## config.mk

```make
export PLATFORM = sky130hd
export DESIGN_NAME = stk_timer
export DESIGN_NICKNAME = d
export VERILOG_FILES = /design/src/shared/stk_pkg.sv /design/src/stk_timer.sv
export VERILOG_INCLUDE_DIRS = /design/src /design/src/shared
export SDC_FILE = /design/constraint.sdc
export NUM_CORES = 1
export LEC_CHECK = 0
export BUFFER_PORTS_ARGS = -buffer_cell sky130_fd_sc_hd__buf_2
export CAP_MARGIN = 20
export CORE_MARGIN = 8
export CORE_UTILIZATION = 51
export DETAILED_ROUTE_END_ITERATION = 6
export GPL_ROUTABILITY_DRIVEN = 1
export PLACE_DENSITY = 0.75
export SLEW_MARGIN = 20
export SYNTH_ARGS = -nofsm -noshare
export SYNTH_HDL_FRONTEND = slang
export SYNTH_SLANG_ARGS = --single-unit
```

## constraint.sdc

```tcl
create_clock -name clock_i -period 3.4 [get_ports clock_i]
set_input_delay 0.68 -clock clock_i [delete_from_list [all_inputs] [get_ports clock_i]]
set_output_delay 0.68 -clock clock_i [all_outputs]
set_load 0.05 [all_outputs]
```

## src/shared/stk_defines.svh

```systemverilog
// Register offsets, field positions and reset values of the tick down-counter
`ifndef STK_DEFINES_SVH
`define STK_DEFINES_SVH
`define STK_ADDR_W        4
`define STK_OFF_CTRL      4'h0
`define STK_OFF_RELOAD    4'h4
`define STK_OFF_CURRENT   4'h8
`define STK_OFF_IRQ_STAT  4'hc
`define STK_OFF_IRQ_MASK  4'hc
`define STK_CTRL_EN_BIT   0
`define STK_CTRL_TICKIE_BIT 1
`define STK_CTRL_FLAG_BIT 16
`define STK_CNT_W         24
`define STK_CTRL_RST      2'h0
`define STK_RELOAD_RST    24'h000000
`define STK_MASK_RST      1'h0
`endif

```

## src/shared/stk_pkg.sv

```systemverilog
// Types shared by the tick down-counter
package stk_pkg;
  typedef struct packed {
    logic        wr;
    logic        rd;
    logic [3:0]  addr;
    logic [31:0] wdata;
  } stk_bus_req_t;
endpackage

```

## src/stk_timer.sv

```systemverilog
// Tick down-counter with a plain register port and a masked interrupt
`timescale 1ns/1ns
`include "stk_defines.svh"
module stk_timer (
  input  wire logic                 clock_i,
  input  wire logic                 rst_i,
  input  wire stk_pkg::stk_bus_req_t bus_i,
  output logic [31:0]               rdata_o,
  output logic                      tick_req_o,
  output logic                      irq_o
);
  import stk_pkg::*;

  logic [`STK_CNT_W-1:0] cnt_q;
  logic [`STK_CNT_W-1:0] cnt_d;
  logic [`STK_CNT_W-1:0] reload_q;
  logic [1:0]            ctrl_q;
  logic                  flag_q;
  logic                  flag_d;
  logic                  stat_q;
  logic                  mask_q;
  logic                  tick_q;
  logic [31:0]           rdata_q;

  // Register select, shared by every decoded offset
  function automatic logic reg_hit(input logic [3:0] a,
                                   input logic [3:0] off);
    return a == off;
  endfunction

  wire sel_ctrl = reg_hit(bus_i.addr, `STK_OFF_CTRL);
  wire sel_rel  = reg_hit(bus_i.addr, `STK_OFF_RELOAD);
  wire sel_cur  = reg_hit(bus_i.addr, `STK_OFF_CURRENT);
  wire sel_stat = reg_hit(bus_i.addr, `STK_OFF_IRQ_STAT);
  wire sel_any  = sel_ctrl || sel_rel || sel_cur || sel_stat;
  wire en       = ctrl_q[`STK_CTRL_EN_BIT];
  wire stopped  = reload_q == `STK_RELOAD_RST;
  wire running  = en && !stopped;
  wire wr_cur   = bus_i.wr && sel_cur;
  // Zero reached on a decrement from one; a clearing write is no decrement
  wire hit_zero = running && !wr_cur && cnt_q == 24'h000001;

  // Count step per clock, wrap through reload
  assign cnt_d = stopped ? 24'h000000 :
                 wr_cur ? 24'h000000 :
                 !en ? cnt_q :
                 (cnt_q == 24'h000000) ? reload_q :
                 cnt_q - 24'h000001;
  // Set beats the read-clear
  assign flag_d = hit_zero ? 1'b1 : ((bus_i.rd && sel_ctrl) ? 1'b0 : flag_q);

  wire [31:0] rd_mux = sel_ctrl ? {15'h0000, flag_q, 14'h0000, ctrl_q} :
                       sel_rel  ? {8'h00, reload_q} :
                       sel_cur  ? {8'h00, cnt_q} :
                       sel_stat ? {30'h00000000, mask_q, stat_q} : 32'h00000000;

  // Count left without reset: it is forced to zero while the reload value is zero
  always_ff @(posedge clock_i) begin
    cnt_q <= cnt_d;
  end

  always_ff @(posedge clock_i or posedge rst_i) begin
    if (rst_i) begin
      reload_q <= `STK_RELOAD_RST;
      ctrl_q   <= `STK_CTRL_RST;
      flag_q   <= 1'b0;
      stat_q   <= 1'b0;
      mask_q   <= `STK_MASK_RST;
      tick_q   <= 1'b0;
      rdata_q  <= 32'h00000000;
    end else begin
      if (bus_i.wr && sel_rel) begin
        reload_q <= bus_i.wdata[`STK_CNT_W-1:0];
      end
      if (bus_i.wr && sel_ctrl) begin
        ctrl_q <= bus_i.wdata[1:0];
      end
      if (bus_i.wr && sel_stat) begin
        mask_q <= bus_i.wdata[1];
      end
      flag_q  <= flag_d;
      // Write one clears; a new event in the same cycle wins
      stat_q  <= hit_zero || (stat_q && !(bus_i.wr && sel_stat && bus_i.wdata[0]));
      tick_q  <= hit_zero && ctrl_q[`STK_CTRL_TICKIE_BIT];
      rdata_q <= bus_i.rd ? rd_mux : 32'h00000000;
    end
  end

  assign rdata_o    = rdata_q;
  assign tick_req_o = tick_q;
  assign irq_o      = stat_q && mask_q;

  property p_flag_set;
    @(posedge clock_i) disable iff (rst_i) hit_zero |=> flag_q;
  endproperty
  a_flag_set: assert property (p_flag_set) else $error("flag not set at zero");
  property p_flag_rdclr;
    @(posedge clock_i) disable iff (rst_i) (bus_i.rd && sel_ctrl && !hit_zero) |=> !flag_q;
  endproperty
  a_flag_rdclr: assert property (p_flag_rdclr) else $error("flag not cleared by read");
  property p_wr_clear;
    @(posedge clock_i) disable iff (rst_i) wr_cur |=> cnt_q == 24'h000000;
  endproperty
  a_wr_clear: assert property (p_wr_clear) else $error("write did not clear count");
  property p_stop;
    @(posedge clock_i) disable iff (rst_i) stopped |=> cnt_q == 24'h000000;
  endproperty
  a_stop: assert property (p_stop) else $error("count moved with zero reload");
  property p_reload;
    @(posedge clock_i) disable iff (rst_i)
      (running && !wr_cur && cnt_q == 24'h000000) |=> cnt_q == $past(reload_q);
  endproperty
  a_reload: assert property (p_reload) else $error("no reload at zero");
  property p_dec;
    @(posedge clock_i) disable iff (rst_i)
      (running && !wr_cur && cnt_q != 24'h000000) |=> cnt_q == $past(cnt_q) - 24'h000001;
  endproperty
  a_dec: assert property (p_dec) else $error("count did not step down");
  property p_hold;
    @(posedge clock_i) disable iff (rst_i) (!en && !stopped && !wr_cur) |=> $stable(cnt_q);
  endproperty
  a_hold: assert property (p_hold) else $error("count moved while disabled");
  property p_tick;
    @(posedge clock_i) disable iff (rst_i) hit_zero |=> tick_req_o == $past(ctrl_q[1]);
  endproperty
  a_tick: assert property (p_tick) else $error("tick request wrong");
  property p_irq;
    @(posedge clock_i) disable iff (rst_i) (hit_zero && mask_q) |=> irq_o;
  endproperty
  a_irq: assert property (p_irq) else $error("interrupt missing");

  // Read port: data stand one cycle after the strobe, zero otherwise
  property p_rdata_idle;
    @(posedge clock_i) disable iff (rst_i)
      !bus_i.rd |=> rdata_o == 32'h00000000;
  endproperty
  a_rdata_idle: assert property (p_rdata_idle) else $error("read data not zero when idle");

  property p_rd_ctrl;
    @(posedge clock_i) disable iff (rst_i)
      (bus_i.rd && sel_ctrl) |=> rdata_o == {15'h0000, $past(flag_q), 14'h0000, $past(ctrl_q)};
  endproperty
  a_rd_ctrl: assert property (p_rd_ctrl) else $error("control read wrong");

  property p_rd_rel;
    @(posedge clock_i) disable iff (rst_i)
      (bus_i.rd && sel_rel) |=> rdata_o == {8'h00, $past(reload_q)};
  endproperty
  a_rd_rel: assert property (p_rd_rel) else $error("reload read wrong");

  property p_rd_cur;
    @(posedge clock_i) disable iff (rst_i)
      (bus_i.rd && sel_cur) |=> rdata_o == {8'h00, $past(cnt_q)};
  endproperty
  a_rd_cur: assert property (p_rd_cur) else $error("count read wrong");

  property p_rd_stat;
    @(posedge clock_i) disable iff (rst_i)
      (bus_i.rd && sel_stat) |=> rdata_o == {30'h00000000, $past(mask_q), $past(stat_q)};
  endproperty
  a_rd_stat: assert property (p_rd_stat) else $error("interrupt read wrong");

  property p_rd_unmapped;
    @(posedge clock_i) disable iff (rst_i)
      (bus_i.rd && !sel_any) |=> rdata_o == 32'h00000000;
  endproperty
  a_rd_unmapped: assert property (p_rd_unmapped) else $error("unmapped read not zero");

  // Register writes land at the next edge and nothing else moves them
  property p_rel_wr;
    @(posedge clock_i) disable iff (rst_i)
      (bus_i.wr && sel_rel) |=> reload_q == $past(bus_i.wdata[`STK_CNT_W-1:0]);
  endproperty
  a_rel_wr: assert property (p_rel_wr) else $error("reload write lost");

  property p_rel_keep;
    @(posedge clock_i) disable iff (rst_i)
      !(bus_i.wr && sel_rel) |=> $stable(reload_q);
  endproperty
  a_rel_keep: assert property (p_rel_keep) else $error("reload moved without write");

  property p_ctrl_wr;
    @(posedge clock_i) disable iff (rst_i)
      (bus_i.wr && sel_ctrl) |=> ctrl_q == $past(bus_i.wdata[1:0]);
  endproperty
  a_ctrl_wr: assert property (p_ctrl_wr) else $error("control write lost");

  property p_ctrl_keep;
    @(posedge clock_i) disable iff (rst_i)
      !(bus_i.wr && sel_ctrl) |=> $stable(ctrl_q);
  endproperty
  a_ctrl_keep: assert property (p_ctrl_keep) else $error("control moved without write");

  property p_mask_wr;
    @(posedge clock_i) disable iff (rst_i)
      (bus_i.wr && sel_stat) |=> mask_q == $past(bus_i.wdata[1]);
  endproperty
  a_mask_wr: assert property (p_mask_wr) else $error("mask write lost");

  property p_mask_keep;
    @(posedge clock_i) disable iff (rst_i)
      !(bus_i.wr && sel_stat) |=> $stable(mask_q);
  endproperty
  a_mask_keep: assert property (p_mask_keep) else $error("mask moved without write");

  // Sticky status and flag: set wins, clears only by their own access
  property p_stat_set;
    @(posedge clock_i) disable iff (rst_i)
      hit_zero |=> stat_q;
  endproperty
  a_stat_set: assert property (p_stat_set) else $error("status not set at zero");

  property p_stat_w1c;
    @(posedge clock_i) disable iff (rst_i)
      (bus_i.wr && sel_stat && bus_i.wdata[0] && !hit_zero) |=> !stat_q;
  endproperty
  a_stat_w1c: assert property (p_stat_w1c) else $error("status not cleared by write one");

  property p_stat_w0;
    @(posedge clock_i) disable iff (rst_i)
      (stat_q && !(bus_i.wr && sel_stat && bus_i.wdata[0])) |=> stat_q;
  endproperty
  a_stat_w0: assert property (p_stat_w0) else $error("status lost without write one");

  property p_stat_quiet;
    @(posedge clock_i) disable iff (rst_i)
      (!stat_q && !hit_zero) |=> !stat_q;
  endproperty
  a_stat_quiet: assert property (p_stat_quiet) else $error("status set without event");

  property p_flag_quiet;
    @(posedge clock_i) disable iff (rst_i)
      (!flag_q && !hit_zero) |=> !flag_q;
  endproperty
  a_flag_quiet: assert property (p_flag_quiet) else $error("flag set without event");

  property p_flag_hold;
    @(posedge clock_i) disable iff (rst_i)
      (flag_q && !(bus_i.rd && sel_ctrl)) |=> flag_q;
  endproperty
  a_flag_hold: assert property (p_flag_hold) else $error("flag lost without read");

  property p_flag_wrcur;
    @(posedge clock_i) disable iff (rst_i)
      wr_cur |=> flag_q == $past(flag_q);
  endproperty
  a_flag_wrcur: assert property (p_flag_wrcur) else $error("count write touched flag");

  property p_zero_after_hit;
    @(posedge clock_i) disable iff (rst_i)
      hit_zero |=> cnt_q == 24'h000000;
  endproperty
  a_zero_after_hit: assert property (p_zero_after_hit) else $error("count not zero after event");

  // Tick request is a lone pulse, only with its enable set
  property p_tick_off;
    @(posedge clock_i) disable iff (rst_i)
      !hit_zero |=> !tick_req_o;
  endproperty
  a_tick_off: assert property (p_tick_off) else $error("tick request without event");

  property p_tick_pulse;
    @(posedge clock_i) disable iff (rst_i)
      tick_req_o |=> !tick_req_o;
  endproperty
  a_tick_pulse: assert property (p_tick_pulse) else $error("tick request longer than a cycle");

  property p_tick_masked;
    @(posedge clock_i) disable iff (rst_i)
      !ctrl_q[`STK_CTRL_TICKIE_BIT] |=> !tick_req_o;
  endproperty
  a_tick_masked: assert property (p_tick_masked) else $error("tick request while disabled");

  property p_irq_clear;
    @(posedge clock_i) disable iff (rst_i)
      (bus_i.wr && sel_stat && bus_i.wdata[0] && !hit_zero) |=> !irq_o;
  endproperty
  a_irq_clear: assert property (p_irq_clear) else $error("interrupt stuck after clear");

  property p_irq_mask_off;
    @(posedge clock_i) disable iff (rst_i)
      (bus_i.wr && sel_stat && !bus_i.wdata[1]) |=> !irq_o;
  endproperty
  a_irq_mask_off: assert property (p_irq_mask_off) else $error("interrupt with mask off");

  c_wrap: cover property (@(posedge clock_i) disable iff (rst_i) hit_zero ##2 hit_zero);
  c_stop: cover property (@(posedge clock_i) disable iff (rst_i) en && stopped);
  c_rdstat: cover property (@(posedge clock_i) disable iff (rst_i) bus_i.rd && sel_stat && mask_q);
  c_rdclr: cover property (@(posedge clock_i) disable iff (rst_i) flag_q ##1 (bus_i.rd && sel_ctrl));
  c_irq: cover property (@(posedge clock_i) disable iff (rst_i) irq_o);
endmodule // stk_timer

```

==> results of run 1 <==
==> final cells by class <==
class	count	area share
clock buffers	14	0.0439
inverters	14	0.0122
clock inverters	2	0.0137
well taps	99	0.0282
multi-input cells	270	0.408
repair buffers	64	0.0769
flip-flops and latches	78	0.417
==> synthesized netlist by cell type, types with 11 or more instances <==
cell type	instances	area (um2)
nor4_1	13	81.3
dfxtp_1	24	480
mux2_2	28	315
a22oi_1	23	173
inv_1	14	52.6
nor3_1	11	55.1
a31oi_1	11	68.8
nor2_1	36	135
nand2_1	32	120
clkbuf_1	15	56.3
o21ai_0	19	95.1
dfrtp_1	54	1350
==> state kept, by name (all words and copies together), names as in the netlist <==
name,cells
tick_req_o,1
flag_q,1
cnt_q,24
stat_q,1
ctrl_q,2
rdata_o,24
reload_q,24
mask_q,1
==> cell families after synthesis <==
group	Yosys count	synth area share
AOI/OAI and AO/OA	92	0.169
adders and majority gates	3	0.00981
buffers and inverters	44	0.0615
and+or+nand+nor	137	0.190
DFF	78	0.479
other	1	0.000980
muxes	30	0.0902
==> routing by layer <==
metal,wire [um],global-route usage
met5,0,0
met4,223,0.103
met3,631,0.0344
met2,4510,0.298
met1,4310,0.247
==> power by group through the flow <==
stage                     registers, mW  clock network (mW)  logic, mW
after floorplan                    1.19                   0      0.349
after global placement             1.23                   0      0.431
after detailed placement           1.24                   0      0.449
after CTS                          1.22               0.857      0.453
after global routing               1.24               0.897      0.504
final                              1.22               0.846      0.455
==> worst register-to-register path, stage by stage, from the launching register on <==
cell	delay (ns)
dfxtp_1	0.36
inv_1	0.16
ha_1	0.22
nor3b_1	0.51
nand4_1	0.46
nor4_1	0.39
o21ai_0	0.13
a221oi_1	0.31
==> worst paths after layout <==
kind / endpoint / depth (start not counted) / from
max: cnt_q[20] / 7 / cnt_q[0]
min: reload_q[23] / 2 / rst_i
max reg2reg: cnt_q[20] / 7 / cnt_q[0]
min reg2reg: flag_q / 2 / flag_q
max in group asynchronous: reload_q[10] / 2 / rst_i
min in group clock_i: flag_q / 2 / flag_q
==> impl_metrics.tcl, run 1 <==
set metrics [dict create \
    min_path_type "primary input to async pin" \
    wl_per_cell_um 17.9 \
    clockBufferDepth 2 \
    switching_share 0.305 \
    rsz0062_at_grt "no" \
    fin_setup_tns_ns 0 \
    grt_max_degree 55 \
    antenna_found_initial 0 \
    cp-end-kind "flip-flop" \
    ir_drop_v 0.000292 \
    max_stage_delay_ns 0.51 \
    critPathKind "flip-flop to flip-flop" \
    start_util 0.528 \
    ctsHoldBuffers 0 \
    finish.utilization 0.606 \
    layout_common_cells "57 x buf_2, 54 x dfrtp_1, 36 x nor2_1" \
    power_frac_clock 0.335 \
    die_height_um 103 \
    grt_util_all_layers 0.191 \
    max_clock_freq_mhz 380 \
    fin_ws_ns 0.767 \
    place_congestion 0.906 \
    path_clk_slew_ns 0.08 \
    grt_pass1_vias 3106 \
    min_period_over_period 0.774 \
    seq_area_frac_synth 0.479 \
    critPathArrivalTime_ns 2.90 \
    crit_path_max_fanout 9 \
    max_slew_margin 0.393 \
    power_density_nw_per_um2 575 \
    async_flop_share 0.692 \
    htreeDepth 3 \
    route.detailed.drc 0 \
    synth_flop_cell "dfrtp_1" \
    cts-resized-gates 0 \
    via_count 3211 \
    hpwl_um 6580 \
    die_area_um2 10500 \
    portBuffers 57 \
    cpLargestDelayFamily "simple AND/OR/NAND/NOR gates" \
    synth_seq_cells 78 \
    ant_nets 0 \
    worstMarginPinSlew_ns 0.911 \
    multi_input_area_um2 1790 \
    finalWirelength_um 9670 \
    antennaDiodeCount 0 \
    setup_viol 0 \
    placed_cell_area_um2 4140 \
    path_cells "inv_1 > ha_1 > nor3b_1 > nand4_1 > nor4_1 > o21ai_0 > a221oi_1" \
    placed_cells 525 \
    post-place-ws_ns 0.828 \
    firstDrtPassIters 5 \
    fin_skew_ns 0.00834 \
    cts_tree "yes" \
    areaGrowthSynthToFinish_pct 14.8 \
    power.share.sequential 0.485 \
    p_leak_nw 1.89 \
    clkSinkCount 78 \
    final_common_cell "buf_2" \
    ff2ff_setup_slack_ns 0.77 \
    viasPerCell 5.94 \
    cp_data_required_time_ns 3.66 \
    grt_pass1_wl_um 15600 \
    insertion_delay_ns 0.36 \
    num_io_pins 74 \
    whs_ns 0.460 \
    overflow 0 \
    drive_gt1_frac 0.267 \
    synth.avg_cell_area_um2 9.94 \
    cellInternalPower_mw 1.75 \
    ff_latch_area_um2 1830 \
    hold_viol_final 0 \
    crit_slowest_cell "nor3b_1" \
    fillCellCount 636 \
    nets 480 \
    crit_buf_inv 1 \
    cts_setup_buffers 0 \
    power.total_mw 2.53 \
    synth_edf_count 0 \
    syn_inst 385 \
    synth.distinct_cells 49 \
    status "completed" \
    rows 31 \
    switchingPower_uw 771 \
    yosys_warnings 0 \
    die_w_um 103 \
    slew_violations 0 \
    stdcell_area_um2 4390 \
    start_kind "flip-flop" \
    max_cap_violations 0 \
    synth_area_um2 3830 \
    cts_buffers 9 \
    min_period_ns 2.63 \
    root_buffer "clkbuf_8" \
    instances_no_fill 541 \
    core-area_um2 7250 \
    pwr-share-comb 0.180 \
    drtIter0Drc 154 \
]
Note: power is estimated with default switching activity, not from simulation.
==> run 2: changes to the inputs <==
- CORE_UTILIZATION: 51 -> 50
- PLACE_DENSITY: 0.75 -> 0.76
- clock period: 3.4 -> 2.2 ns (I/O delays scaled with it)
==> impl_metrics.tcl, run 2 (synthesis results as in run 1) <==
set metrics [dict create \
    min_path_type "primary input to async pin" \
    cp-end-kind "flip-flop" \
    max_clock_freq_mhz 488 \
    die_height_um 103 \
    rsz0062_at_grt "no" \
    ir_drop_v 0.000430 \
    p_leak_nw 2.00 \
    grt_pass1_vias 3342 \
    via_count 3322 \
    clkSinkCount 78 \
    die_area_um2 10700 \
    critPathArrivalTime_ns 2.28 \
    finish.utilization 0.605 \
    die_w_um 103 \
    slew_violations 0 \
    whs_ns 0.147 \
    max_slew_margin 0.622 \
    start_kind "flip-flop" \
    wl_per_cell_um 17.2 \
    rows 32 \
    fin_skew_ns 0.00895 \
    hold_viol_final 0 \
    instances_no_fill 573 \
    cts_setup_buffers 0 \
    worstMarginPinSlew_ns 0.567 \
    finalWirelength_um 9880 \
    min_period_over_period 0.932 \
    num_io_pins 74 \
    placed_cells 558 \
    layout_common_cells "57 x buf_2, 54 x dfrtp_1, 36 x nor2_1" \
    status "completed" \
    drtIter0Drc 194 \
    grt_util_all_layers 0.198 \
    clockBufferDepth 2 \
    route.detailed.drc 0 \
    firstDrtPassIters 5 \
    fin_ws_ns 0.150 \
    power_density_nw_per_um2 794 \
    min_period_ns 2.05 \
    max_cap_violations 0 \
    antennaDiodeCount 0 \
    placed_cell_area_um2 4410 \
    core-area_um2 7570 \
    portBuffers 57 \
    drive_gt1_frac 0.308 \
    grt_pass1_wl_um 16300 \
    htreeDepth 3 \
    antenna_found_initial 0 \
    ant_nets 0 \
    path_clk_slew_ns 0.07 \
    power.total_mw 3.64 \
    cts_tree "yes" \
    cp_data_required_time_ns 2.43 \
    root_buffer "clkbuf_8" \
    setup_viol 0 \
    cts_buffers 9 \
    start_util 0.506 \
    areaGrowthSynthToFinish_pct 19.6 \
    fin_setup_tns_ns 0 \
    place_congestion 0.874 \
    insertion_delay_ns 0.34 \
    post-place-ws_ns 0.155 \
    overflow 0 \
    final_common_cell "buf_2" \
    ctsHoldBuffers 0 \
    crit_path_max_fanout 5 \
    nets 510 \
    stdcell_area_um2 4580 \
    hpwl_um 7160 \
    cts-resized-gates 0 \
    critPathKind "flip-flop to flip-flop" \
    grt_max_degree 29 \
    viasPerCell 5.80 \
]
-- run 2: cell types whose count changed in the layout (fill, tap and decap cells not counted), sizes merged --
cell,previous run,this run
buf,64,94
bufinv,2,0
inv,13,14
-- run 2: routing by layer --
metal | share of wire | routed length, um | up-vias | track usage
met5 | 0 | 0 | - | 0
met4 | 0.023 | 224 | 0 | 0.0890
met3 | 0.063 | 622 | 18 | 0.0489
met2 | 0.47 | 4630 | 116 | 0.307
met1 | 0.45 | 4400 | 1626 | 0.256
li1 | - | - | 1562 | -
-- run 2: worst max-delay path, stage by stage (launching register included) --
cell and delay [ns]:
dfrtp_1 0.43, nor4_1 0.52, nand4_1 0.21, o21ai_1 0.33
nor2_1 0.19, a32o_1 0.27
-- run 2: report_power, final --
part	switching [mW]	internal (mW)
Sequential	0.232	1.63
Combinational	0.465	0.369
Clock	0.476	0.466
Total	1.17	2.46
-- run 2: area by class of cell --
type	count	area [um2]
multi-input combinational	270	1800
timing repair buffer	94	601
fill	651	2990
clock buffer	14	163
tap	102	128
sequential	78	1830
clock inverter	1	5.00
inverter	14	52.6
-- run 2: worst paths after layout --
| path | startpoint | to | slack [ns] | cells after the start |
|---|---|---|---|---|
| setup / recovery | reload_q[7] | cnt_q[21] | 0.15 | 5 |
| hold reg to reg | flag_q | flag_q | 0.49 | 2 |
| hold / removal | rst_i | reload_q[4] | 0.15 | 2 |
| setup reg to reg | reload_q[7] | cnt_q[21] | 0.15 | 5 |
| min in group clock_i | bus_i[18] | reload_q[18] | 0.33 | 2 |
| max in group asynchronous | rst_i | reload_q[17] | 1.51 | 3 |
==> run 3: changes to the inputs <==
- GPL_TIMING_DRIVEN: unset -> 0
==> impl_metrics.tcl, run 3 (synthesis results as in run 1) <==
set metrics [dict create \
    worstMarginPinSlew_ns 0.609 \
    grt_pass1_wl_um 17200 \
    min_period_ns 2.14 \
    portBuffers 57 \
    grt_util_all_layers 0.210 \
    crit_path_max_fanout 10 \
    drtIter0Drc 180 \
    grt_max_degree 29 \
    hpwl_um 7570 \
    power.share.sequential 0.512 \
    switching_share 0.335 \
    die_w_um 103 \
    rows 32 \
    start_kind "flip-flop" \
    critPathCapture "cnt_q[21]" \
    route.detailed.drc 0 \
    placed_cell_area_um2 4290 \
    status "completed" \
    die_height_um 103 \
    cellInternalPower_mw 2.47 \
    rsz0062_at_grt "yes" \
    ctsHoldBuffers 0 \
    nets 515 \
    final_common_cell "buf_2" \
    layout_common_cells "59 x buf_2, 54 x dfrtp_1, 36 x nor2_1" \
    viasPerCell 5.87 \
    start_util 0.506 \
    min_path_type "primary input to async pin" \
    firstDrtPassIters 5 \
    areaGrowthSynthToFinish_pct 21.3 \
    wl_per_cell_um 18.4 \
    switchingPower_mw 1.25 \
    ant_nets 0 \
    clkSinkCount 78 \
    crit_start "cnt_q[5]" \
    clockBufferDepth 2 \
    num_io_pins 74 \
    insertion_delay_ns 0.35 \
    antenna_found_initial 0 \
    setup_viol 0 \
    max_slew_margin 0.594 \
    power_frac_clock 0.270 \
    grt_pass1_vias 3391 \
    r2r_cells 8 \
    via_count 3398 \
    p_leak_nw 2.00 \
    cts_buffers 9 \
    finalWirelength_um 10700 \
    drive_gt1_frac 0.308 \
    core-area_um2 7570 \
    htreeDepth 3 \
    cp-end-kind "flip-flop" \
    pwr-share-comb 0.219 \
    die_area_um2 10700 \
    max_clock_freq_mhz 467 \
    critPathArrivalTime_ns 2.38 \
    place_congestion 0.964 \
    ir_drop_v 0.000384 \
    min_period_over_period 0.974 \
    slew_violations 0 \
    fillCellCount 641 \
    ff2ff_setup_slack_ns 0.06 \
    critPathKind "flip-flop to flip-flop" \
    path_clk_slew_ns 0.08 \
    cp_data_required_time_ns 2.44 \
    power.total_mw 3.71 \
    fin_skew_ns 0.0114 \
    timing.rr.start "cnt_q[5]" \
    power_density_nw_per_um2 800 \
    hold_viol_final 0 \
    r2r_end "cnt_q[21]" \
    stdcell_area_um2 4640 \
    root_buffer "clkbuf_8" \
    max_cap_violations 0 \
    cts_tree "yes" \
    overflow 0 \
    antennaDiodeCount 0 \
]
-- run 3: cell count changes in the layout (fill, tap and decap cells not counted), moves of 2 or more --
cell,before,now
dfxtp_2,0,2
buf_2,57,59
clkbuf_1,3,17
nor4_4,2,4
dfxtp_1,24,22
buf_4,34,20
nor4_1,13,8
buf_6,0,3
nor4_2,0,3
buf_12,3,1
-- run 3: cell type report --
type,count,area [um2],area share
flip-flops and latches,78,1830,0.395
plain buffers,30,186,0.0401
repair buffers,69,388,0.0835
well taps,102,128,0.0275
clock inverters,1,5.00,0.00108
inverters,14,52.6,0.0113
multi-input cells,270,1870,0.404
clock buffers,15,176,0.0380
-- run 3: per-stage QoR --
stage | TNS [ns] | instances | util | worst slack, ns | hold WS (ns)
6_report | 0 | 579 | 0.614 | 0.0568 | 0.136
5_1_grt | -0.0140 | 579 | 0.614 | -0.0119 | 0.195
4_1_cts | 0 | 574 | 0.603 | 0.0265 | 0.153
3_5_place_dp | -14.30 | 552 | 0.566 | -0.587 | 0.471
3_3_place_gp | -20.47 | 551 | 0.564 | -0.606 | 0.463
2_1_floorplan | 0 | 392 | - | 0.0576 | 0.446
-- run 3: what timing repair did --
item                                    CTS  global route
pin swaps                                 3             2
resized for setup                         9            11
buffers inserted                          6             5
endpoints found under the setup margin   22            39
-- run 3: how the worst min path moves through the flow --
stage,cells after the start,slack [ns],to
after floorplan,2,0.45,flag_q
after global placement,2,0.46,flag_q
after detailed placement,2,0.47,flag_q
after CTS,2,0.15,reload_q[5]
after global routing,2,0.20,reload_q[5]
final,2,0.14,reload_q[5]
-- run 3: power by group through the flow --
stage                     sequential, mW  combinational [mW]  clock [mW]
after floorplan                     1.84               0.539           0
after global placement              1.89               0.732           0
after detailed placement            1.90               0.763           0
after CTS                           1.88               0.795        1.02
after global routing                1.93               0.884        1.08
final                               1.90               0.813        1.00
-- run 3: worst max-delay path, cell delays in order (launching register included) --
cell and delay (ns):
dfxtp_2 0.37, nor4_4 0.26, buf_4 0.18, nand4_4 0.15, or2_1 0.27, buf_6 0.13
buf_8 0.14, mux2_4 0.30, a32o_1 0.21
-- run 3: metal layers --
| metal | GRT usage | share of wire | up-vias | routed length [um] |
|---|---|---|---|---|
| met5 | 0 | 0 | - | 0 |
| met4 | 0.0934 | 0.017 | 0 | 180 |
| met3 | 0.0368 | 0.068 | 17 | 726 |
| met2 | 0.339 | 0.48 | 148 | 5160 |
| met1 | 0.269 | 0.43 | 1655 | 4610 |
| li1 | - | - | 1578 | - |
